### src/rcp_pkg.sv
// Shared constants and types for the serial command port.
// Assumes a single 200 MHz clock and a plain register port.
`default_nettype none

package rcp_pkg;

  // ***************************************************************
  // Clock and bit timing
  // ***************************************************************
  localparam int unsigned SYS_CLK_HZ  = 200_000_000;
  localparam int unsigned OVS_RATE    = 16;
  localparam int unsigned BAUD_MIN    = 300;
  // Every selectable rate is the slowest one times a power of two
  localparam int unsigned OVS_DIV_300 = SYS_CLK_HZ / (OVS_RATE * BAUD_MIN);
  localparam int          DIV_W       = 17;
  localparam logic [3:0]  OVS_LAST    = 4'hf;
  localparam logic [3:0]  OVS_MID     = 4'h7;

  // ***************************************************************
  // Register map and fields
  // ***************************************************************
  localparam logic [7:0]  ADDR_CTRL   = 8'h00;
  localparam logic [7:0]  ADDR_STATUS = 8'h04;
  localparam logic [7:0]  ADDR_MASK   = 8'h08;
  localparam logic [7:0]  ADDR_TXDATA = 8'h0c;
  localparam logic [7:0]  ADDR_RXDATA = 8'h10;
  localparam logic [7:0]  ADDR_PROMPT = 8'h14;
  localparam logic [7:0]  ADDR_LINE   = 8'h18;

  localparam int          CTRL_W      = 10;
  // Rate 9600, no parity, 8 data, 1 stop, talk only off, header on
  localparam logic [9:0]  CTRL_RST    = 10'h105;
  localparam logic [2:0]  BAUD_SEL_MAX = 3'h6;
  localparam logic [1:0]  PAR_NONE    = 2'h0;
  localparam logic [1:0]  PAR_EVEN    = 2'h1;
  localparam logic [1:0]  PAR_ODD     = 2'h2;
  localparam int          PROMPT_ERR_BIT = 0;

  // Sticky event bits of the status and mask registers
  localparam int ST_RX_CHAR  = 0;
  localparam int ST_CMD_END  = 1;
  localparam int ST_CMD_LONG = 2;
  localparam int ST_PAR_ERR  = 3;
  localparam int ST_FRM_ERR  = 4;
  localparam int ST_TX_DONE  = 5;
  localparam int ST_W        = 6;

  // ***************************************************************
  // Characters and command limits
  // ***************************************************************
  localparam logic [7:0]  CHAR_CR     = 8'h0d;
  localparam logic [7:0]  CHAR_LF     = 8'h0a;
  localparam logic [7:0]  CHAR_OK     = 8'h3d;
  localparam logic [7:0]  CHAR_ERR    = 8'h3f;
  localparam logic [7:0]  CHAR_GT     = 8'h3e;
  localparam logic [2:0]  PROMPT_LAST = 3'h4;
  localparam logic [7:0]  MAX_CMD_LEN = 8'hfb;
  localparam logic [2:0]  LAST_BIT_7  = 3'h6;
  localparam logic [2:0]  LAST_BIT_8  = 3'h7;

  // ***************************************************************
  // Types
  // ***************************************************************
  typedef struct packed {
    logic [7:0]  addr;
    logic [31:0] wdata;
    logic        we;
    logic        re;
  } rcp_bus_req_t;

  typedef struct packed {
    logic       port_sel;
    logic       hdr_on;
    logic       talk_only;
    logic       stop2;
    logic       data7;
    logic [1:0] parity;
    logic [2:0] baud;
  } rcp_ctrl_t;

  typedef enum logic [2:0] {TX_IDLE, TX_START, TX_DATA, TX_PAR, TX_STOP}
    rcp_tx_st_t;
  typedef enum logic [2:0] {RX_IDLE, RX_START, RX_DATA, RX_PAR, RX_STOP}
    rcp_rx_st_t;

  typedef struct packed {
    logic [DIV_W-1:0] cnt;
    logic             tick;
  } rcp_div_state_t;

  typedef struct packed {
    rcp_ctrl_t        ctrl;
    logic [ST_W-1:0]  mask;
    logic [ST_W-1:0]  status;
    logic [31:0]      rd_data;
    logic             irq;
    logic             txd;
    rcp_tx_st_t       tx_st;
    logic [7:0]       tx_shift;
    logic             tx_par;
    logic [2:0]       tx_bit;
    logic [3:0]       tx_ovs;
    logic             tx_stop_more;
    logic [7:0]       hold;
    logic             hold_v;
    logic             pr_act;
    logic             pr_err;
    logic [2:0]       pr_idx;
    rcp_rx_st_t       rx_st;
    logic [7:0]       rx_shift;
    logic             rx_par;
    logic [2:0]       rx_bit;
    logic [3:0]       rx_ovs;
    logic [7:0]       rx_data;
    logic [7:0]       cmd_len;
    logic             cmd_long;
  } rcp_state_t;

endpackage

`default_nettype wire

### src/rcp_sync2.sv
// Two-stage synchroniser for pins that arrive from outside the clock.
// Assumes the inputs are plain levels; the first stage feeds stage two only.
`default_nettype none

module rcp_sync2 #(
  parameter int         W   = 1,
  parameter logic [W-1:0] RST = '0
) (
  input  wire logic         sys_clk,
  input  wire logic         reset,
  input  wire logic [W-1:0] din,
  output logic      [W-1:0] dout
);

  typedef struct packed {
    logic [W-1:0] meta;
    logic [W-1:0] sync;
  } rcp_sync_state_t;

  rcp_sync_state_t s_r;
  rcp_sync_state_t s_nxt;

  // ***************************************************************
  // Stages
  // ***************************************************************
  // Stage one is only ever read by stage two
  always_comb begin
    s_nxt      = s_r;
    s_nxt.meta = din;
    s_nxt.sync = s_r.meta;
  end

  always_ff @(posedge sys_clk) begin
    if (reset) begin
      s_r <= {RST, RST};
    end else begin
      s_r <= s_nxt;
    end
  end

  assign dout = s_r.sync;

endmodule

`default_nettype wire

### src/rcp_tick_div.sv
// Oversample tick divider: one-cycle enable every period clocks.
// Assumes period is at least 2 and stable while en is high.
`default_nettype none

module rcp_tick_div
  import rcp_pkg::*;
(
  input  wire logic             sys_clk,
  input  wire logic             reset,
  input  wire logic             en,
  input  wire logic [DIV_W-1:0] period,
  output logic                  tick
);

  rcp_div_state_t s_r;
  rcp_div_state_t s_nxt;

  // ***************************************************************
  // Down counter
  // ***************************************************************
  // Held at zero while off so a new rate starts cleanly
  always_comb begin
    s_nxt      = s_r;
    s_nxt.tick = 1'b0;
    if (!en) begin
      s_nxt.cnt = '0;
    end else if (s_r.cnt == '0) begin
      s_nxt.cnt  = period - 1'b1;
      s_nxt.tick = 1'b1;
    end else begin
      s_nxt.cnt = s_r.cnt - 1'b1;
    end
  end

  always_ff @(posedge sys_clk) begin
    if (reset) begin
      s_r <= '0;
    end else begin
      s_r <= s_nxt;
    end
  end

  assign tick = s_r.tick;

endmodule

`default_nettype wire

### src/rcp_serial_port.sv
// Serial command port: UART framing, command length check, prompt sender.
// Assumes one 200 MHz clock, a one-cycle register port, raw line pins.
//
// Operation
// - Line rate is one of 300 to 19200 baud in doubling steps, 9600 at reset.
// - Parity is none, even or odd, none at reset, used both ways.
// - Characters carry 7 or 8 data bits, 8 at reset.
// - One or two stop bits end each frame, one at reset.
// - One response-header switch, on at reset, is shared with the USB port.
// - A new character leaves only while the data-set-ready input is true.
// - Commands hold at most 251 characters; a longer one raises an error.
// - XON and XOFF are plain data; the ready input is the only throttle.
// - The port works only while it is the selected remote interface.
// - Each command is answered with an OK prompt or a distinct error prompt.
`default_nettype none

module rcp_serial_port
  import rcp_pkg::*;
#(
  parameter int unsigned OVS_DIV_SLOW = OVS_DIV_300
) (
  input  wire logic         sys_clk,
  input  wire logic         reset,
  input  wire rcp_bus_req_t bus,
  output logic [31:0]       rd_data,
  input  wire logic         rxd,
  input  wire logic         dsr,
  output logic              txd,
  output logic              dtr,
  output logic              irq,
  output logic              header_on
);

  rcp_state_t       s_r;
  rcp_state_t       s_nxt;
  logic [1:0]       pins_s;
  logic             rxd_s;
  logic             dsr_s;
  logic             tick;
  logic [2:0]       baud_sel;
  logic [DIV_W-1:0] period;

  // ***************************************************************
  // Pins, rate and oversample tick
  // ***************************************************************
  // Idle line reads high, so the receiver sees no false start
  rcp_sync2 #(
    .W   (2),
    .RST (2'h2)
  ) u_sync (
    .sys_clk (sys_clk),
    .reset   (reset),
    .din     ({rxd, dsr}),
    .dout    (pins_s)
  );

  assign rxd_s = pins_s[1];
  assign dsr_s = pins_s[0];

  // Rates double per step, so one shift gives each divisor
  assign baud_sel = (s_r.ctrl.baud > BAUD_SEL_MAX) ? BAUD_SEL_MAX :
                    s_r.ctrl.baud;
  assign period   = DIV_W'(OVS_DIV_SLOW >> baud_sel);

  // Divider runs on after deselection until a frame in flight has ended,
  // so the line is never left parked low in the middle of a character
  rcp_tick_div u_div (
    .sys_clk (sys_clk),
    .reset   (reset),
    .en      (s_r.ctrl.port_sel || (s_r.tx_st != TX_IDLE)),
    .period  (period),
    .tick    (tick)
  );

  // ***************************************************************
  // Helpers
  // ***************************************************************
  // Prompt line: LF, marker, '>', CR, LF
  function automatic logic [7:0] prompt_char(input logic [2:0] idx,
                                             input logic       err);
    logic [7:0] c;
    c = CHAR_LF;
    case (idx)
      3'h1: begin
        c = err ? CHAR_ERR : CHAR_OK;
      end
      3'h2: begin
        c = CHAR_GT;
      end
      3'h3: begin
        c = CHAR_CR;
      end
      default: begin
        c = CHAR_LF;
      end
    endcase
    return c;
  endfunction

  // Parity bit for the configured width and sense
  function automatic logic par_bit(input logic [7:0] d,
                                   input rcp_ctrl_t  c);
    logic p;
    p = c.data7 ? ^d[6:0] : ^d;
    return (c.parity == PAR_ODD) ? ~p : p;
  endfunction

  // ***************************************************************
  // Next state
  // ***************************************************************
  always_comb begin
    logic [ST_W-1:0] ev;
    logic [2:0]      last_bit;
    logic [7:0]      rx_byte;
    logic            use_par;
    logic            rx_on;
    ev       = '0;
    last_bit = s_r.ctrl.data7 ? LAST_BIT_7 : LAST_BIT_8;
    rx_byte  = s_r.ctrl.data7 ? {1'b0, s_r.rx_shift[7:1]} : s_r.rx_shift;
    use_par  = (s_r.ctrl.parity == PAR_EVEN) ||
               (s_r.ctrl.parity == PAR_ODD);
    rx_on    = s_r.ctrl.port_sel && !s_r.ctrl.talk_only;
    s_nxt    = s_r;

    // Register writes; data for the line lands only when there is room
    if (bus.we) begin
      case (bus.addr)
        ADDR_CTRL: begin
          s_nxt.ctrl = rcp_ctrl_t'(bus.wdata[CTRL_W-1:0]);
        end
        ADDR_MASK: begin
          s_nxt.mask = bus.wdata[ST_W-1:0];
        end
        ADDR_TXDATA: begin
          if (!s_r.hold_v && !s_r.pr_act && s_r.ctrl.port_sel) begin
            s_nxt.hold   = bus.wdata[7:0];
            s_nxt.hold_v = 1'b1;
          end
        end
        ADDR_PROMPT: begin
          if (!s_r.pr_act && s_r.ctrl.port_sel) begin
            s_nxt.pr_act = 1'b1;
            s_nxt.pr_err = bus.wdata[PROMPT_ERR_BIT];
            s_nxt.pr_idx = '0;
          end
        end
        default: begin
        end
      endcase
    end

    // Prompt sequencer feeds the holding byte one character at a time
    if (s_r.pr_act && !s_r.hold_v) begin
      s_nxt.hold   = prompt_char(s_r.pr_idx, s_r.pr_err);
      s_nxt.hold_v = 1'b1;
      s_nxt.pr_idx = s_r.pr_idx + 1'b1;
      if (s_r.pr_idx == PROMPT_LAST) begin
        s_nxt.pr_act = 1'b0;
      end
    end

    // Transmitter, stepped by the oversample tick
    if (tick) begin
      s_nxt.tx_ovs = s_r.tx_ovs + 1'b1;
      case (s_r.tx_st)
        TX_IDLE: begin
          s_nxt.txd    = 1'b1;
          s_nxt.tx_ovs = '0;
          // Finished frames are never cut; only new ones wait
          if (s_r.hold_v && dsr_s && s_r.ctrl.port_sel) begin
            s_nxt.tx_shift = s_r.hold;
            s_nxt.tx_par   = par_bit(s_r.hold, s_r.ctrl);
            s_nxt.hold_v   = 1'b0;
            s_nxt.txd      = 1'b0;
            s_nxt.tx_st    = TX_START;
          end
        end
        TX_START: begin
          if (s_r.tx_ovs == OVS_LAST) begin
            s_nxt.txd    = s_r.tx_shift[0];
            s_nxt.tx_bit = '0;
            s_nxt.tx_st  = TX_DATA;
          end
        end
        TX_DATA: begin
          if (s_r.tx_ovs == OVS_LAST) begin
            s_nxt.tx_shift = {1'b0, s_r.tx_shift[7:1]};
            s_nxt.tx_bit   = s_r.tx_bit + 1'b1;
            s_nxt.txd      = s_r.tx_shift[1];
            if (s_r.tx_bit == last_bit) begin
              s_nxt.tx_stop_more = s_r.ctrl.stop2;
              if (use_par) begin
                s_nxt.txd   = s_r.tx_par;
                s_nxt.tx_st = TX_PAR;
              end else begin
                s_nxt.txd   = 1'b1;
                s_nxt.tx_st = TX_STOP;
              end
            end
          end
        end
        TX_PAR: begin
          if (s_r.tx_ovs == OVS_LAST) begin
            s_nxt.txd   = 1'b1;
            s_nxt.tx_st = TX_STOP;
          end
        end
        TX_STOP: begin
          if (s_r.tx_ovs == OVS_LAST) begin
            if (s_r.tx_stop_more) begin
              s_nxt.tx_stop_more = 1'b0;
            end else begin
              s_nxt.tx_st      = TX_IDLE;
              ev[ST_TX_DONE]   = 1'b1;
            end
          end
        end
        default: begin
          s_nxt.tx_st = TX_IDLE;
          s_nxt.txd   = 1'b1;
        end
      endcase
    end

    // Receiver: start checked mid-bit, data sampled at bit centres
    if (tick) begin
      s_nxt.rx_ovs = s_r.rx_ovs + 1'b1;
      case (s_r.rx_st)
        RX_IDLE: begin
          s_nxt.rx_ovs = '0;
          if (rx_on && !rxd_s) begin
            s_nxt.rx_st = RX_START;
          end
        end
        RX_START: begin
          if (s_r.rx_ovs == OVS_MID) begin
            s_nxt.rx_ovs = '0;
            s_nxt.rx_bit = '0;
            // A glitch shorter than half a bit is dropped here
            s_nxt.rx_st  = rxd_s ? RX_IDLE : RX_DATA;
          end
        end
        RX_DATA: begin
          if (s_r.rx_ovs == OVS_LAST) begin
            s_nxt.rx_shift = {rxd_s, s_r.rx_shift[7:1]};
            s_nxt.rx_bit   = s_r.rx_bit + 1'b1;
            if (s_r.rx_bit == last_bit) begin
              s_nxt.rx_st = use_par ? RX_PAR : RX_STOP;
            end
          end
        end
        RX_PAR: begin
          if (s_r.rx_ovs == OVS_LAST) begin
            s_nxt.rx_par = rxd_s;
            s_nxt.rx_st  = RX_STOP;
          end
        end
        RX_STOP: begin
          // Only the first stop bit is checked, as usual for receivers
          if (s_r.rx_ovs == OVS_LAST) begin
            s_nxt.rx_st    = RX_IDLE;
            s_nxt.rx_data  = rx_byte;
            ev[ST_RX_CHAR] = 1'b1;
            ev[ST_FRM_ERR] = !rxd_s;
            ev[ST_PAR_ERR] = use_par &&
              (s_r.rx_par != par_bit(rx_byte, s_r.ctrl));
            // XON and XOFF fall through as ordinary characters
            if (rx_byte == CHAR_CR) begin
              ev[ST_CMD_END] = 1'b1;
              s_nxt.cmd_len  = '0;
              s_nxt.cmd_long = 1'b0;
            end else if (s_r.cmd_len == MAX_CMD_LEN) begin
              ev[ST_CMD_LONG] = !s_r.cmd_long;
              s_nxt.cmd_long  = 1'b1;
            end else begin
              s_nxt.cmd_len = s_r.cmd_len + 1'b1;
            end
          end
        end
        default: begin
          s_nxt.rx_st = RX_IDLE;
        end
      endcase
    end

    // Register reads answer one cycle later; status clears on read
    s_nxt.rd_data = '0;
    if (bus.re) begin
      case (bus.addr)
        ADDR_CTRL: begin
          s_nxt.rd_data = {22'h0, s_r.ctrl};
        end
        ADDR_STATUS: begin
          s_nxt.rd_data = {26'h0, s_r.status};
          s_nxt.status  = '0;
        end
        ADDR_MASK: begin
          s_nxt.rd_data = {26'h0, s_r.mask};
        end
        ADDR_RXDATA: begin
          s_nxt.rd_data = {24'h0, s_r.rx_data};
        end
        ADDR_LINE: begin
          s_nxt.rd_data = {18'h0, s_r.cmd_long, dsr_s,
                           (s_r.rx_st != RX_IDLE), (s_r.tx_st != TX_IDLE),
                           s_r.pr_act, s_r.hold_v, s_r.cmd_len};
        end
        default: begin
          s_nxt.rd_data = '0;
        end
      endcase
    end

    // New events win over a clear in the same cycle
    s_nxt.status = s_nxt.status | ev;
    s_nxt.irq    = |(s_nxt.status & s_nxt.mask);
  end

  // ***************************************************************
  // State register
  // ***************************************************************
  always_ff @(posedge sys_clk) begin
    if (reset) begin
      s_r      <= '0;
      s_r.ctrl <= rcp_ctrl_t'(CTRL_RST);
      s_r.txd  <= 1'b1;
    end else begin
      s_r <= s_nxt;
    end
  end

  // Outputs straight from state flops
  assign rd_data   = s_r.rd_data;
  assign txd       = s_r.txd;
  assign dtr       = s_r.ctrl.port_sel;
  assign irq       = s_r.irq;
  assign header_on = s_r.ctrl.hdr_on;

endmodule

`default_nettype wire

### config.mk
export PLATFORM = sky130hd
export DESIGN_NAME = rcp_serial_port
export DESIGN_NICKNAME = d
export VERILOG_FILES = /design/src/rcp_pkg.sv /design/src/rcp_sync2.sv /design/src/rcp_tick_div.sv /design/src/rcp_serial_port.sv
export SDC_FILE = /design/constraint.sdc
export NUM_CORES = 1
export LEC_CHECK = 0
export ABC_AREA = 1
export BUFFER_PORTS_ARGS = -buffer_cell sky130_fd_sc_hd__buf_2
export CAP_MARGIN = 30
export CORE_MARGIN = 2
export CORE_UTILIZATION = 25
export CTS_CLUSTER_DIAMETER = 150
export CTS_CLUSTER_SIZE = 10
export DETAILED_ROUTE_END_ITERATION = 10
export SYNTH_ARGS = -nofsm -noshare
export SYNTH_HDL_FRONTEND = slang
export SYNTH_HIERARCHICAL = 1
export SYNTH_SLANG_ARGS = --single-unit
### constraint.sdc
create_clock -name sys_clk -period 3.97 [get_ports sys_clk]
set_clock_uncertainty 0.15 [all_clocks]
set_input_delay 0.5955 -clock sys_clk [delete_from_list [all_inputs] [get_ports sys_clk]]
set_output_delay 0.5955 -clock sys_clk [all_outputs]
set_load 0.01 [all_outputs]
Word level (Yosys, flattened, before mapping)
Cells that the tools add are included.
{"block": "op_classes", "n_reduce_logical": 56, "n_lt_le_gt_ge": 1, "eq_ne": 42, "n_bitwise": 7, "mux": 72, "addsub": 8, "shift": 1}
{"cell": "14-bit case mux with 5 select lines", "n": 1}
{"cell": "3-bit 2-to-1 mux", "n": 13}
{"cell": "38-bit 2-to-1 mux", "n": 1}
{"cell": "17-bit by 1-bit subtractor with 17-bit output, second input constant", "n": 2}
{"cell": "3-bit case mux with 5 select lines", "n": 2}
{"cell": "2-bit inequality test, second input constant", "n": 14}
{"cell": "9-bit 2-to-1 mux", "n": 3}
{"cell": "5-bit 2-to-1 mux", "n": 5}
{"cell": "8-bit by 4-bit equality test with 1-bit output, second input constant", "n": 3}
{"cell": "8-bit by 5-bit equality test with 1-bit output, second input constant", "n": 3}
{"cell": "1-bit 2-to-1 mux", "n": 21}
{"cell": "3-bit AND reduction", "n": 7}
{"cell": "4-bit 2-to-1 mux", "n": 5}
{"cell": "4-bit AND reduction", "n": 5}
{"cell": "2-bit nonzero test", "n": 10}
{"cell": "3-bit by 2-bit equality test with 1-bit output, second input constant", "n": 6}
{"cell": "6-bit 2-to-1 mux", "n": 3}
{"cell": "6-bit case mux with 3 select lines", "n": 1}
{"cell": "17-bit zero test", "n": 1}
{"cell": "17-bit 2-to-1 mux", "n": 1}
{"cell": "16-bit by 3-bit >> shifter with 17-bit output, first input constant", "n": 1}
{"cell": "8-bit 2-to-1 mux", "n": 2}
{"cell": "8-bit case mux with 2 select lines", "n": 1}
{"cell": "8-bit parity", "n": 2}
{"cell": "other kinds (41)", "n": 74}
{"block": "word_totals", "elab_cells": 222, "regBits": 148, "in_bits": 46, "output_inout_bits": 36}

Longest topological paths before layout
{"block": "depth", "depth_word": 13, "mapped_depth": 20, "ltp_nobuf": 20}

Cells and area by module
The synthesis kept the hierarchy.
{"mod": "rcp_serial_port", "n_inst": 1, "area_each_um2": 5823.1, "seq_area_each_um2": 2162.1, "cells_per_inst": 803}
{"mod": "rcp_tick_div", "n_inst": 1, "area_each_um2": 1214.9, "seq_area_each_um2": 360.3, "cells_per_inst": 188}
{"mod": "rcp_sync2", "n_inst": 1, "area_each_um2": 113.9, "seq_area_each_um2": 80.1, "cells_per_inst": 13}

Least setup slack after synthesis
OpenSTA, ideal clock, no wires.
{"block": "synth_path", "kind": "reg2reg", "startpoint": "register s_r[118] in the netlist's numbering", "endpoint": "register u_div/s_r[15] in the netlist's numbering", "arrival_time_ns": 2.380, "period_less_slack_ns": 2.645, "slack_ns": 1.325, "stages_incl_launch_ff": 21, "path_buffers": 1, "required_time_ns": 3.705, "setup_time_ns": 0.115, "cell_sequence": "dfxtp_1 > clkbuf_1 > nor2_1 > nor2_1 > inv_1 > ha_1 > inv_1 > nor2_1 > inv_1 > nand2_1 > inv_1 > o21ai_2 > inv_1 > ha_1 > inv_1 > nor2_1 > nand2_1 > nor2_2 > nand3_1 > nand2_1 > nor2_1"}
{"block": "synth_via", "elab_chain_cells": 5}
{"item": "start, declared", "line": "rcp_serial_port.sv:34", "text": "rcp_state_t s_r;"}
{"item": "start signal, assigned", "line": "rcp_serial_port.sv:328", "text": "s_r <= s_nxt;"}
{"item": "3-bit > comparator", "line": "rcp_serial_port.sv:61", "text": "assign baud_sel = (s_r.ctrl.baud > BAUD_SEL_MAX) ? BAUD_SEL_MAX :"}
{"item": "3-bit 2-to-1 mux (*)", "line": "rcp_serial_port.sv:61"}
{"item": "16-bit by 3-bit >> shifter with 17-bit output (*)", "line": "rcp_serial_port.sv:63", "text": "assign period = DIV_W'(OVS_DIV_SLOW >> baud_sel);"}
{"item": "named net period[12]", "line": "rcp_serial_port.sv:41", "text": "logic [DIV_W-1:0] period;"}
{"item": "17-bit by 1-bit subtractor with 17-bit output (*)", "line": "rcp_tick_div.sv:28", "text": "s_nxt.cnt = period - 1'b1;"}
{"item": "17-bit 2-to-1 mux (*)", "line": "rcp_tick_div.sv:27", "text": "end else if (s_r.cnt == '0) begin"}
{"item": "end signal, assigned", "line": "rcp_tick_div.sv:39", "text": "s_r <= s_nxt;"}
{"item": "end, declared", "line": "rcp_tick_div.sv:15", "text": "rcp_div_state_t s_r;"}
Mark *: on every way through the listed nets, which the timed path passes. The rest lies on a longest branch.
A chain may end at the register's enable or synchronous reset.

Worst setup path after layout
Same ends and word-level chain as after synthesis.

==> flow_summary_export.csv <==
group,metric,value,unit
placed_design,placed_cells,1389,
synth,ys.flop_type,"dfxtp_1",
synth,synth_edf_count,0,
setup_path,r2r_slack,950,ps
cts,clk_pin_slew,60,ps
setup_path,critPathMaxFanout,11,
cts,cts_tree,"yes",
setup_path,startpoint_type,"flip-flop",
power,power_leakage,3.37,nW
placed_design,hpwl,13300,um
sta,whs,201,ps
sta,rsz0062_at_grt,"false",
detailed_routing,ant_nets,0,
sta,tns,0,ps
synth,ys_ff_latch,130,
sta,max-slew-margin-rel,39.9,%
synth,synth_area,7150,sq um
cts,clk-insertion-delay-late,430,ps
final_layout,drive_above_1_share,15.9,%
job,drv_cap,0,
detailed_routing,routedWlPerCell,12.4,um
synth,ys_warn_count,6,
final_layout,final_util,29.1,%
power,pwr-share-clk,54.1,%
die,core_area,28000,sq um
power,power_frac_comb,2.6,%
cts,cts-root-buf,"clkbuf_16",
die,initial_utilization,25.5,%
final_layout,final_cell_mix,"nand2_1, dfxtp_1, nor2_1",
setup_path,path_class,"reg -> reg",
detailed_routing,vias,6276,
detailed_routing,drc,0,
detailed_routing,drt_iter0_drc,454,
synth,async_reset_ff_share,0,%
cts,cts_setup_buffers,0,
synth,yosys.cell_types.count,45,
detailed_routing,drtPass1Iterations,5,
grt,grt_max_degree,49,
synth,synth_top_family_by_area,"simple AND/OR/NAND/NOR gates",
grt,grt_overflow,0,
die,chipWidth,173,um
detailed_routing,wirelength,17700,um
sta,slew_viol_final,0,
synth,netlist_instances,1004,
grt,track_usage,12.1,%
final_layout,num-fill-cells,3056,
hold_path,min_path_type,"in -> reg",
power,irDropWorstVdd,0.210,mV
setup_path,worst_ep_required_time,4130,ps
placed_design,place.gp.congestion,0.850,
die,rows,61,
sta,hold_violations,0,
cts,cts_buffers,17,
power,switching_share,23.2,%
grt,grt_pass1_wl,29400,um
setup_path,cp-end-kind,"flip-flop",
detailed_routing,avgViaCountPerCell,4.41,
placed_design,dpl_cell_area,7550,sq um
final_layout,stdcell_area,8160,sq um
synth,syn_area_per_cell,7.12,sq um
final_layout,mostFrequentLayoutCell,"nand2_1",
cts,hold_buffers,0,
synth,synthMuxAreaShare,0,%
power,power_frac_seq,43.3,%
power,p_int,0.00232,W
final_layout,num-nets-final,1096,
power,power_density,370,nW/um^2
final_layout,layout-area-overhead-vs-synth,14.1,%
sta,fmax,331,MHz
cts,cts.repair.resized,0,
sta,period_share,76.1,%
cts,htree_levels,4,
synth,synthXorXnorAreaFrac,2.08,%
synth,synth-compound-area-share,16.2,%
final_layout,final_cells,1423,
synth,synth_fa_ha_area_share,3.50,%
grt,grt_pass1_vias,5918,
die,die_h,173,um
sta,max_slew.worst_pin.slew,898,ps
sta,period_minus_slack,3020,ps
synth,seq_area_frac_synth,36.4,%
cts,clk_path_buf_depth,2,
sta,setup_violations,0,
placed_design,io_buffers,41,
power,p_sw,0.000700,W
outcome,status,"completed",
die,ioPinCount,82,
setup_path,worstPathArrival,3180,ps
die,dieArea,30000,sq um
synth,yosys.area_share.simple,29.7,%
cts,cts_sinks,130,
grt,antenna_found_initial,3,
[synth_stat cells (all sizes together), types with 3 or more instances]
cell	count	area, sq um
a211oi	7	52.6
a21oi	93	473
a22oi	5	37.5
a31oi	8	50.1
buf	44	329
clkbuf	11	41.3
dfxtp	130	2600
ha	20	250
inv	129	484
nand2	204	836
nand3	61	400
nand3b	3	22.5
nand4	7	43.8
nor2	138	654
nor3	22	149
o211ai	4	30.0
o21ai	84	432
o22ai	6	37.5
xnor2	4	35.0
xor2	13	114
[logic make-up after synthesis]
logic type      Yosys count
compound gates          212
simple gates            438
fa+ha+maj                20
other cells               1
xor+xnor                 17
buf+inv                 186
flops                   130
[layout make-up]
class / count / area [sq um] / share of cell area (%)
Multi-Input combinational cell: 706 / 3750 / 46.0
Clock inverter: 14 / 179 / 2.19
Timing Repair Buffer: 44 / 228 / 2.79
Inverter: 131 / 493 / 6.04
Tap cell: 378 / 473 / 5.79
Antenna cell: 2 / 5.00 / 0.0613
Sequential cell: 130 / 2600 / 31.9
Clock buffer: 18 / 429 / 5.26
[critical path: stages (launching register included)]
cell,delay (ps)
dfxtp_1,510
nor2_1,120
nor2_1,220
inv_1,100
ha_1,220
inv_1,50
nor2_1,40
inv_1,100
nand2_1,70
inv_1,70
o21ai_2,60
inv_1,120
ha_1,210
inv_1,70
nor2_1,140
nand2_1,120
nor2_2,290
nand3_1,110
nand2_1,70
nor2_1,40
[metal layers]
| layer | routed length [um] | vias to the layer above | GRT usage, % |
|---|---|---|---|
| met2 | 7510 | 128 | 18.7 |
| met1 | 8920 | 2854 | 16.3 |
| met3 | 978 | 25 | 2.99 |
| li1 | - | 3267 | - |
| met5 | 8 | - | 0 |
| met4 | 272 | 2 | 4.31 |
[power by group through the flow]
stage	Clock, W	Combinational (W)	Sequential, W
after CTS	0.00165	0.0000798	0.00131
after global placement	0	0.0000793	0.00134
after detailed placement	0	0.0000795	0.00134
after global routing	0.00171	0.0000890	0.00131
after floorplan	0	0.0000592	0.00134
final	0.00164	0.0000793	0.00131
[sequential cells by signal (all words and copies together), names as in the netlist]
| signal | flops |
|---|---|
| dtr | 1 |
| header_on | 1 |
| irq | 1 |
| rd_data | 14 |
| s_r | 90 |
| txd | 1 |
| u_div/s_r | 17 |
| u_div/tick | 1 |
| u_sync/dout | 2 |
| u_sync/s_nxt | 2 |
[worst paths after layout]
path | start | cells after the start | endpoint
min reg2reg | u_sync/s_nxt[1]$_SDFF_PP1_ | 2 | u_sync/dout[1]$_SDFF_PP1_
max reg2reg | s_r[118]$_SDFFE_PP1P_ | 19 | u_div/s_r[15]$_SDFF_PP0_
max | s_r[118]$_SDFFE_PP1P_ | 19 | u_div/s_r[15]$_SDFF_PP0_
min | rxd | 3 | u_sync/s_nxt[1]$_SDFF_PP1_
[metrics by stage]
step	power, W	setup WS [ps]
3_3_place_gp	0.00142	1020
2_1_floorplan	0.00140	1330
4_1_cts	0.00304	980
6_report	0.00302	950
5_1_grt	0.00311	559
3_5_place_dp	0.00142	1020
No activity file was read; power rests on OpenSTA's default activity.
